[src/pkg/dsm_pkg.sv]
// Shared constants and types for the dial string modifier parser
`default_nettype none
package dsm_pkg;
    // Character codes seen on the command line (upper-case forms)
    localparam logic [7:0] DSM_CH_DIAL = 8'h44;   // Dial command letter
    localparam logic [7:0] DSM_CH_VOICE = 8'h50;  // Voice call modifier
    localparam logic [7:0] DSM_CH_DATA = 8'h54;   // Data call modifier
    localparam logic [7:0] DSM_CH_STORE = 8'h53;  // Stored number select
    localparam logic [7:0] DSM_CH_EQUAL = 8'h3d;  // Separator before index
    localparam logic [7:0] DSM_CH_SPACE = 8'h20;  // Ignored everywhere
    localparam logic [7:0] DSM_CH_EOL = 8'h0d;    // Carriage return ends line
    localparam logic [7:0] DSM_CH_NEXT = 8'h3b;   // Ends dial string early
    localparam logic [7:0] DSM_CH_ZERO = 8'h30;   // First store index digit
    localparam logic [7:0] DSM_CH_THREE = 8'h33;  // Last store index digit
    localparam logic [7:0] DSM_CH_LOWER_A = 8'h61;
    localparam logic [7:0] DSM_CH_LOWER_Z = 8'h7a;
    localparam logic [7:0] DSM_CASE_BIT = 8'h20;  // Upper/lower difference

    // Setting register bank
    localparam int DSM_SREG_COUNT = 28;
    localparam int DSM_SREG_IDX_W = 5;
    localparam logic [4:0] DSM_SREG_BLIND = 5'h06; // Blind-dial delay index
    localparam logic [7:0] DSM_SREG_RST = 8'h00;
    localparam logic [7:0] DSM_BLIND_RST = 8'h02;  // Delay units after reset

    // Time base of the blind-dial delay
    localparam int DSM_CLK_PERIOD_NS = 8;
    localparam int DSM_DELAY_UNIT_US = 1000;       // One register step
    localparam int DSM_DELAY_UNIT_CYCLES =
        (DSM_DELAY_UNIT_US * 1000) / DSM_CLK_PERIOD_NS;

    // Parser states, Gray coded along the usual path
    typedef enum logic [2:0] {
        DSM_ST_CMD    = 3'h0,
        DSM_ST_DFIRST = 3'h1,
        DSM_ST_DIAL   = 3'h3,
        DSM_ST_SEQ    = 3'h2,
        DSM_ST_SIDX   = 3'h6
    } dsm_state_t;

    // Resolved call request
    typedef struct packed {
        logic       voice;      // 1 voice call, 0 data call
        logic       stored;     // Stored number was selected
        logic [1:0] store_idx;  // Which stored number
    } dsm_call_t;
endpackage
`default_nettype wire

[src/design/dsm_parser.sv]
// Dial string parser with call type resolution and blind-dial delay
`timescale 1ns/1ps
`default_nettype none

module dsm_parser
    import dsm_pkg::*;
#(
    parameter int UNIT_CYCLES = DSM_DELAY_UNIT_CYCLES
) (
    // Clock and reset
    input wire logic I_MCLK,
    input wire logic I_RESETN,
    // Command line characters from the terminal receiver
    input wire logic I_RX_VALID,
    input wire logic [7:0] I_RX_CHAR,
    // First character of each stored number
    input wire logic [3:0][7:0] I_STORED_FIRST,
    // Setting register access
    input wire logic I_SREG_WR,
    input wire logic [DSM_SREG_IDX_W-1:0] I_SREG_IDX,
    input wire logic [7:0] I_SREG_WDATA,
    output logic [7:0] O_SREG_RDATA,
    // Call control
    input wire logic I_HANGUP,
    output logic O_CALL_VALID,
    output dsm_call_t O_CALL,
    output logic O_OFFHOOK,
    output logic O_DIAL_GO
);

    // Fold lower-case letters onto upper case
    function automatic logic [7:0] to_upper(input logic [7:0] ch);
        if (ch >= DSM_CH_LOWER_A && ch <= DSM_CH_LOWER_Z) begin
            return ch & ~DSM_CASE_BIT;
        end
        return ch;
    endfunction

    // Parser state
    dsm_state_t state_reg;
    logic voice_first_reg;      // Voice modifier right after dial letter
    logic dial_seen_reg;        // A dial string occurred on this line
    logic store_used_reg;       // Stored number selected
    logic [1:0] store_idx_reg;  // Stored location index
    // Setting registers
    logic [7:0] sreg_reg [DSM_SREG_COUNT];
    // Off-hook and delay timing
    logic offhook_reg;
    logic waiting_reg;          // Off hook, first digit not yet sent
    logic [7:0] delay_cnt_reg;  // Delay units still to run
    logic [31:0] div_cnt_reg;   // Cycles within one delay unit
    logic unit_tick;
    logic go_pulse_reg;
    logic call_valid_reg;
    dsm_call_t call_reg;

    // Decoded incoming character
    logic [7:0] ch_up;
    logic is_space;
    logic is_eol;
    logic end_call;
    logic stored_is_voice;

    assign ch_up = to_upper(I_RX_CHAR);
    assign is_space = I_RX_VALID && (I_RX_CHAR == DSM_CH_SPACE);
    assign is_eol = I_RX_VALID && (I_RX_CHAR == DSM_CH_EOL);
    // A line with a dial string starts a call unless one is up
    assign end_call = is_eol && dial_seen_reg && !offhook_reg;
    // Stored number leading with the voice modifier, any case
    assign stored_is_voice =
        to_upper(I_STORED_FIRST[store_idx_reg]) == DSM_CH_VOICE;

    // Command line parser; spaces never move it
    always_ff @(posedge I_MCLK or negedge I_RESETN) begin
        if (!I_RESETN) begin
            state_reg <= DSM_ST_CMD;
        end else if (is_eol) begin
            state_reg <= DSM_ST_CMD;
        end else if (I_RX_VALID && !is_space) begin
            case (state_reg)
                DSM_ST_CMD: begin
                    // Only the dial letter opens a dial string
                    if (ch_up == DSM_CH_DIAL) begin
                        state_reg <= DSM_ST_DFIRST;
                    end
                end
                DSM_ST_DFIRST, DSM_ST_DIAL: begin
                    if (ch_up == DSM_CH_STORE) begin
                        state_reg <= DSM_ST_SEQ;
                    end else if (I_RX_CHAR == DSM_CH_NEXT) begin
                        // Later commands on the same line go on
                        state_reg <= DSM_ST_CMD;
                    end else begin
                        state_reg <= DSM_ST_DIAL;
                    end
                end
                DSM_ST_SEQ: begin
                    if (I_RX_CHAR == DSM_CH_EQUAL) begin
                        state_reg <= DSM_ST_SIDX;
                    end else begin
                        state_reg <= DSM_ST_DIAL;
                    end
                end
                DSM_ST_SIDX: begin
                    state_reg <= DSM_ST_DIAL;
                end
                default: begin
                    state_reg <= DSM_ST_CMD;
                end
            endcase
        end
    end

    // Call type and stored selection gathered over the line
    always_ff @(posedge I_MCLK or negedge I_RESETN) begin
        if (!I_RESETN) begin
            voice_first_reg <= 1'b0;
            dial_seen_reg <= 1'b0;
            store_used_reg <= 1'b0;
            store_idx_reg <= 2'h0;
        end else if (is_eol) begin
            // Each line starts with a clean slate
            voice_first_reg <= 1'b0;
            dial_seen_reg <= 1'b0;
            store_used_reg <= 1'b0;
            store_idx_reg <= 2'h0;
        end else if (I_RX_VALID && !is_space) begin
            if (state_reg == DSM_ST_CMD && ch_up == DSM_CH_DIAL) begin
                dial_seen_reg <= 1'b1;
            end
            // Voice only counts directly after the dial letter
            if (state_reg == DSM_ST_DFIRST) begin
                voice_first_reg <= (ch_up == DSM_CH_VOICE);
            end
            // Digits outside 0..3 are passed over
            if (state_reg == DSM_ST_SIDX && I_RX_CHAR >= DSM_CH_ZERO &&
                I_RX_CHAR <= DSM_CH_THREE) begin
                store_used_reg <= 1'b1;
                store_idx_reg <= I_RX_CHAR[1:0];
            end
        end
    end

    // Call request issued at end of line
    always_ff @(posedge I_MCLK or negedge I_RESETN) begin
        if (!I_RESETN) begin
            call_valid_reg <= 1'b0;
            call_reg <= '0;
        end else begin
            call_valid_reg <= end_call;
            if (end_call) begin
                // Leading voice wins over anything stored
                call_reg.voice <= voice_first_reg ||
                    (store_used_reg && stored_is_voice);
                call_reg.stored <= store_used_reg;
                call_reg.store_idx <= store_idx_reg;
            end
        end
    end

    // Setting register bank; out-of-range writes dropped
    always_ff @(posedge I_MCLK or negedge I_RESETN) begin
        if (!I_RESETN) begin
            for (int i = 0; i < DSM_SREG_COUNT; i++) begin
                sreg_reg[i] <= DSM_SREG_RST;
            end
            sreg_reg[DSM_SREG_BLIND] <= DSM_BLIND_RST;
        end else if (I_SREG_WR && I_SREG_IDX < DSM_SREG_IDX_W'(DSM_SREG_COUNT))
        begin
            sreg_reg[I_SREG_IDX] <= I_SREG_WDATA;
        end
    end

    // Registered read back, zero beyond the bank
    always_ff @(posedge I_MCLK or negedge I_RESETN) begin
        if (!I_RESETN) begin
            O_SREG_RDATA <= 8'h00;
        end else if (I_SREG_IDX < DSM_SREG_IDX_W'(DSM_SREG_COUNT)) begin
            O_SREG_RDATA <= sreg_reg[I_SREG_IDX];
        end else begin
            O_SREG_RDATA <= 8'h00;
        end
    end

    // Delay unit divider, runs only while waiting to dial
    assign unit_tick = waiting_reg && (div_cnt_reg == 32'(UNIT_CYCLES - 1));
    always_ff @(posedge I_MCLK or negedge I_RESETN) begin
        if (!I_RESETN) begin
            div_cnt_reg <= 32'h0;
        end else if (!waiting_reg || unit_tick) begin
            div_cnt_reg <= 32'h0;
        end else begin
            div_cnt_reg <= div_cnt_reg + 32'h1;
        end
    end

    // Off hook, blind delay, then first digit strobe
    always_ff @(posedge I_MCLK or negedge I_RESETN) begin
        if (!I_RESETN) begin
            offhook_reg <= 1'b0;
            waiting_reg <= 1'b0;
            delay_cnt_reg <= 8'h00;
            go_pulse_reg <= 1'b0;
        end else begin
            go_pulse_reg <= 1'b0;
            if (I_HANGUP) begin
                offhook_reg <= 1'b0;
                waiting_reg <= 1'b0;
            end else if (call_valid_reg) begin
                offhook_reg <= 1'b1;
                waiting_reg <= 1'b1;
                // Data calls go straight to dialling
                delay_cnt_reg <= call_reg.voice ?
                    sreg_reg[DSM_SREG_BLIND] : 8'h00;
            end else if (waiting_reg) begin
                if (delay_cnt_reg == 8'h00) begin
                    waiting_reg <= 1'b0;
                    go_pulse_reg <= 1'b1;
                end else if (unit_tick) begin
                    delay_cnt_reg <= delay_cnt_reg - 8'h01;
                end
            end
        end
    end

    assign O_CALL_VALID = call_valid_reg;
    assign O_CALL = call_reg;
    assign O_OFFHOOK = offhook_reg;
    assign O_DIAL_GO = go_pulse_reg;
endmodule

`default_nettype wire

[config.mk]
export PLATFORM = sky130hd
export DESIGN_NAME = dsm_parser
export DESIGN_NICKNAME = d
export VERILOG_FILES = /design/src/pkg/dsm_pkg.sv /design/src/design/dsm_parser.sv
export SDC_FILE = /design/constraint.sdc
export NUM_CORES = 1
export LEC_CHECK = 0
export BUFFER_PORTS_ARGS = -buffer_cell sky130_fd_sc_hd__buf_2
export CAP_MARGIN = 30
export CORE_MARGIN = 4
export CORE_UTILIZATION = 51
export CTS_BUF_LIST = sky130_fd_sc_hd__clkbuf_4 sky130_fd_sc_hd__clkbuf_8
export DETAILED_ROUTE_END_ITERATION = 10
export GPL_ROUTABILITY_DRIVEN = 0
export PLACE_DENSITY = 0.71
export SKIP_CTS_REPAIR_TIMING = 1
export SYNTH_ARGS = -nofsm -noshare
export SYNTH_HDL_FRONTEND = slang
export SYNTH_SLANG_ARGS = --single-unit
[constraint.sdc]
create_clock -name I_MCLK -period 1.9 [get_ports I_MCLK]
set_input_delay 0.38 -clock I_MCLK [delete_from_list [all_inputs] [get_ports I_MCLK]]
set_output_delay 0.38 -clock I_MCLK [all_outputs]
set_load 0.01 [all_outputs]
# Yosys cells after proc, flatten, opt, wreduce, memory -nomap -nowiden
# Index checks and enable logic that the tools add are counted.
# op_classes
eq_ne,15
shifts,0
n_addsub,2
n_bitwise,2
n_div,0
mul,0
muxes,50
n_lt_le_gt_ge,10
reduce_logical,34
# ops
op,count
224-bit bitwise mux,1
8-bit two-way mux,14
8-bit binary-select mux with 5-bit select,1
8-bit demux with 5-bit select,1
"32-bit by 1-bit adder with 32-bit output, second input constant",1
"32-bit by 17-bit == test with 1-bit output, second input constant",1
"8-bit by 7-bit == test with 1-bit output, second input constant",4
32-bit two-way mux,1
"8-bit by 6-bit == test with 1-bit output, second input constant",3
1-bit two-way mux,21
8-bit binary-select mux with 2-bit select,1
"8-bit by 7-bit >= comparator with 1-bit output, second input constant",2
"8-bit by 7-bit <= comparator with 1-bit output, second input constant",2
1-bit logical AND,14
2-bit nonzero test,7
3-bit two-way mux,4
3-bit case mux with 4 select lines,1
2-bit two-way mux,5
"8-bit by 4-bit == test with 1-bit output, second input constant",1
"8-bit by 6-bit >= comparator with 1-bit output, second input constant",1
"8-bit by 6-bit <= comparator with 1-bit output, second input constant",1
8-bit logical NOT,1
2-bit AND reduction,4
"8-bit by 1-bit subtractor with 8-bit output, second input constant",1
16 further kinds,20
# totals
reg_bits,288
n_memories,0
elab_cells,156
output_inout_bits,15
mem_bits_rw,0
input_bits,58
latch_bits,0
romBits,0

# Depth between registers and ports, before layout
# depth
ltp_word,9
ltp_mapped,8
depth_no_buf,7

# Worst setup path after synthesis
# Ideal clock, no wire load.
# synth_path
kind,input to register
start,in I_SREG_IDX[0]
end,reg sreg_reg[112] in the netlist's numbering
n_path_buf,3
arrival_ns,1.796
slack_ns,-0.020
required_ns,1.775
path_stages,6
setup_time_ns,0.125
cell_sequence,buf_2 -> buf_6 -> buf_4 -> nand3b_1 -> nor2_2 -> mux2_2
# synth_via
elab_chain_cells,6
elab_cells_between_ends,9
cone_classes,order compare: 3; mux: 3; bitwise: 1; reduce/logical: 2
# synth_rtl
item,line_no,rtl
from (decl),dsm_parser.sv:20,"input wire logic [DSM_SREG_IDX_W-1:0] I_SREG_IDX,"
5-bit NOT with 6-bit output (not written as such),dsm_parser.sv:170,sreg_reg[I_SREG_IDX] <= I_SREG_WDATA;
6-bit >= comparator (not written as such) or 6-bit by 1-bit less-than comparator with 1-bit output (tied branches),dsm_parser.sv:170,
1-bit logical AND (not written as such),dsm_parser.sv:170,
8-bit two-way mux (not written as such),dsm_parser.sv:170,
8-bit demux with 5-bit select,dsm_parser.sv:170,
224-bit bitwise mux,dsm_parser.sv:170,
"to (signal, indexed assignment)",dsm_parser.sv:165,sreg_reg[i] <= DSM_SREG_RST;
"to (signal, indexed assignment)",dsm_parser.sv:167,sreg_reg[DSM_SREG_BLIND] <= DSM_BLIND_RST;
"to (signal, indexed assignment)",dsm_parser.sv:170,
to (decl),dsm_parser.sv:46,logic [7:0] sreg_reg [DSM_SREG_COUNT];
# Several ways; a longest one is shown, not always the timed one.
# A chain may end at the register's enable or synchronous reset.

# Final worst setup path
# layout_path
start,reg div_cnt_reg[18]
end,reg delay_cnt_reg[2]
# layout_via
elab_chain_cells,4
# layout_rtl
item,line_no,rtl
from (decl),dsm_parser.sv:51,logic [31:0] div_cnt_reg;
from (signal assigned),dsm_parser.sv:193,div_cnt_reg <= div_cnt_reg + 32'h1;
32-bit by 17-bit == test with 1-bit output,dsm_parser.sv:186,assign unit_tick = waiting_reg && (div_cnt_reg == 32'(UNIT_CYCLES - 1));
1-bit logical AND,dsm_parser.sv:186,
2-bit nonzero test (no line),-,
4-bit AND reduction (no line),-,
to (signal assigned),dsm_parser.sv:213,delay_cnt_reg <= call_reg.voice ?
to (signal assigned),dsm_parser.sv:220,delay_cnt_reg <= delay_cnt_reg - 8'h01;
to (decl),dsm_parser.sv:50,logic [7:0] delay_cnt_reg;
# No other way between the ends.

==> summary.txt <==
Run status
  – Status: finished clean

Power and ir drop
  – Leakage: 7.54 nW
  – Peak VDD IR: 0.677 mV
  – Clock group share of total power: 38.1%
  – P per Cell Area: 963 mW/mm²
  – Sequential Power Share: 47.8%
  – Switching power: 3.90 mW
  – Net Sw Frac: 24.5%
  – Internal Power: 12.0 mW
  – Combinational Power Share: 14.1%

Setup path
  – Worst Setup SP: div_cnt_reg[18]$_DFF_PN0_
  – Worst path cell trace: nor4_2, nand2_1, nor4_2, buf_4, buf_4, o311ai_1, a41o_1
  – Critical path arrival: 2.27 ns
  – Worst-path fanout max: 8
  – R2r setup slk: 0.09 ns
  – Crit path buf inv count: 2
  – Startpoint types: register
  – RR Startpoint: div_cnt_reg[18]$_DFF_PN0_
  – Kind of critical path: register to register
  – CP endpoint kind: register
  – CP delay by family, top: simple AND/OR/NAND/NOR gates
  – Max incr delay on CP: 0.39 ns
  – Critical-path top delay cell: dfrtp_1
  – Critical Path RT: 2.35 ns

Cells and area
  – Commonest non-fill, non-tap cell in the layout: dfrtp_1
  – Leading cell types in the layout, fill and taps excluded: dfrtp_1, mux2_2, buf_4, buf_2, clkbuf_8
  – Final cell count without fillers: 1587
  – Max reg flops: 224
  – ANT cells: 0
  – Final #Nets: 1276
  – Share of cells above drive strength 1: 45.8%
  – Final Util: 63.1%
  – Layout Area Growth over Synthesis: 20.8%

Routing
  – Detail Route Antenna Nets: 0
  – 1st-pass router iterations: 5
  – Vias per cell: 5.88
  – Initial drt markers: 586
  – Routed vias: 9339
  – Residual DRC: 0
  – WL per Instance: 20.2 µm
  – DRT Wirelength: 32.0 mm

Clock network
  – CTS max path bufs: 3
  – H-tree Lvls: 2
  – CTS tree: done
  – CTS Root Buffer Type: clkbuf_8
  – CTS clock-pin slew for the worst setup and hold paths: 0.06 ns
  – CTS buffer count: 49
  – Clk sinks: 288
  – Clk_lat worst skew: 0.57 ns

GRT
  – Remaining Overflow, GRT: 0
  – Tot GR Track Use: 22.2%
  – First-pass GRT wire length: 52.0 mm
  – Initial antenna violation count: 0
  – Pin count of the biggest net entering global routing: 59
  – Vias in the first global route: 9742

Logic synthesis
  – EDFF count, synth: 0
  – Yosys cell types: 74
  – Netlist Area Pre-Place: 0.0137 mm²
  – Most used DFF post-synth: dfrtp_1
  – Synth Warn #: 0
  – Syn_area_per_cell: 13.1 µm²
  – Yosys reg bits: 288
  – Synth area leaders: dfrtp_1, mux2_2, mux4_2
  – Top-area cell type share of the netlist area: 52.4%
  – Post-synthesis sequential area ratio: 52.6%
  – Mapped Cells: 1047
  – Syn nets: 1107
  – Ys async rst share: 100%
  – Leading area contributor after synthesis: dfrtp_1

Floorplan
  – Ports: 73
  – Die X: 172 µm
  – Starting Density: 52.3%
  – Die ar.: 0.0295 mm²
  – Core area: 0.0262 mm²
  – Die Ht: 172 µm
  – Rows: 59

Timing
  – Clock Skew: 0.0346 ns
  – Unrepaired setup endpoints after global routing: yes
  – Fin crit share: 95.5%
  – Hold Vio Cnt, Final: 0
  – Slew HR: 57.3%
  – Slew @ Worst Pin: 0.640 ns
  – Tmin final: 1.81 ns
  – F_max: 551 MHz
  – Final setup viols: 0
  – Final Slew Violations: 0

Flow run
  – Max-cap violations: 0

Worst hold path
  – Worst Min Path Start: I_HANGUP
  – Hold WC Path Type: primary input to register

Place
  – Final HPWL DP: 21.7 mm
  – Post-placement cell count: 1493
  – IO Port Bufs: 68
final cells by class:
class / instances / area [µm²]
Clock buffer: 79 / 1000
Tap cell: 335 / 419
Fill cell: 1969 / 9660
Clock inverter: 8 / 104
Multi-Input combinational cell: 682 / 6200
Inverter: 11 / 41.3
Timing Repair Buffer: 184 / 1570
Sequential cell: 288 / 7210
worst paths after layout:
kind | endpoint | cells after the start
hold reg to reg | div_cnt_reg[0]$_DFF_PN0_ | 1
setup reg to reg | delay_cnt_reg[2]$_DFFE_PN0P_ | 7
hold / removal | O_OFFHOOK$_DFFE_PN0P_ | 2
max in group asynchronous | sreg_reg[169]$_DFFE_PN1P_ | 3
setup / recovery | delay_cnt_reg[2]$_DFFE_PN0P_ | 7
min in group asynchronous | sreg_reg[28]$_DFFE_PN0P_ | 2
cell families (layout without fill, tap and decap cells):
| group | after synthesis | count (layout) | synth area share [%] |
|---|---|---|---|
| buffers and inverters | 77 | 282 | 2.48 |
| flip-flops | 288 | 288 | 52.6 |
| AO/OA/AOI/OAI | 78 | 78 | 4.00 |
| adder cells (fa/ha/maj) | 2 | 2 | 0.183 |
| XOR/XNOR | 27 | 27 | 1.73 |
| AND/OR/NAND/NOR | 274 | 274 | 11.2 |
| multiplexers | 301 | 301 | 27.8 |
routing by layer:
metal	global-route usage, %	share of wire, %	wire [µm]
met5	0	0	0
met4	4.75	1.5	472
met3	4.62	5.4	1730
met2	35.1	47	15100
met1	32.3	46	14700
Yosys cell counts, types with 11 or more instances:
master and number:
dfrtp_1 287, mux2_2 224, nor2_1 62, nand2_1 51, mux4_2 40, clkbuf_1 34, nand4_1 26, mux2i_1 25
nand3_1 19, xor2_1 17, buf_2 16, and3_1 13, mux2_1 12, nor2_2 12, nor3_1 12, a21oi_1 11
a22oi_1 11, nand2b_1 11, nor4_1 11, o21ai_0 11
metrics by stage:
stage                     hold slack [ns]  instance area, µm²  power, mW  setup slack, ns  setup TNS [ns]
after detailed placement            0.307               15300       9.97           -0.103          -0.273
after global placement              0.306               15300       9.84          -0.0663          -0.147
after floorplan                    0.0844               13700       9.10          -0.0204          -0.653
final                              0.0473               16500       15.9           0.0853               0
after CTS                          -0.311               16400       16.1          -0.0359          -0.174
after global routing               0.0232               16500       16.7          -0.0219         -0.0447
power by group through the flow:
stage	sequential (mW)	clock [mW]	combinational (mW)
after floorplan	7.54	0	1.56
after global placement	7.64	0	2.20
after detailed placement	7.70	0	2.27
after CTS	7.60	6.20	2.28
after global routing	7.70	6.50	2.47
final	7.61	6.07	2.25
Note: power is estimated with default switching activity, not from simulation.
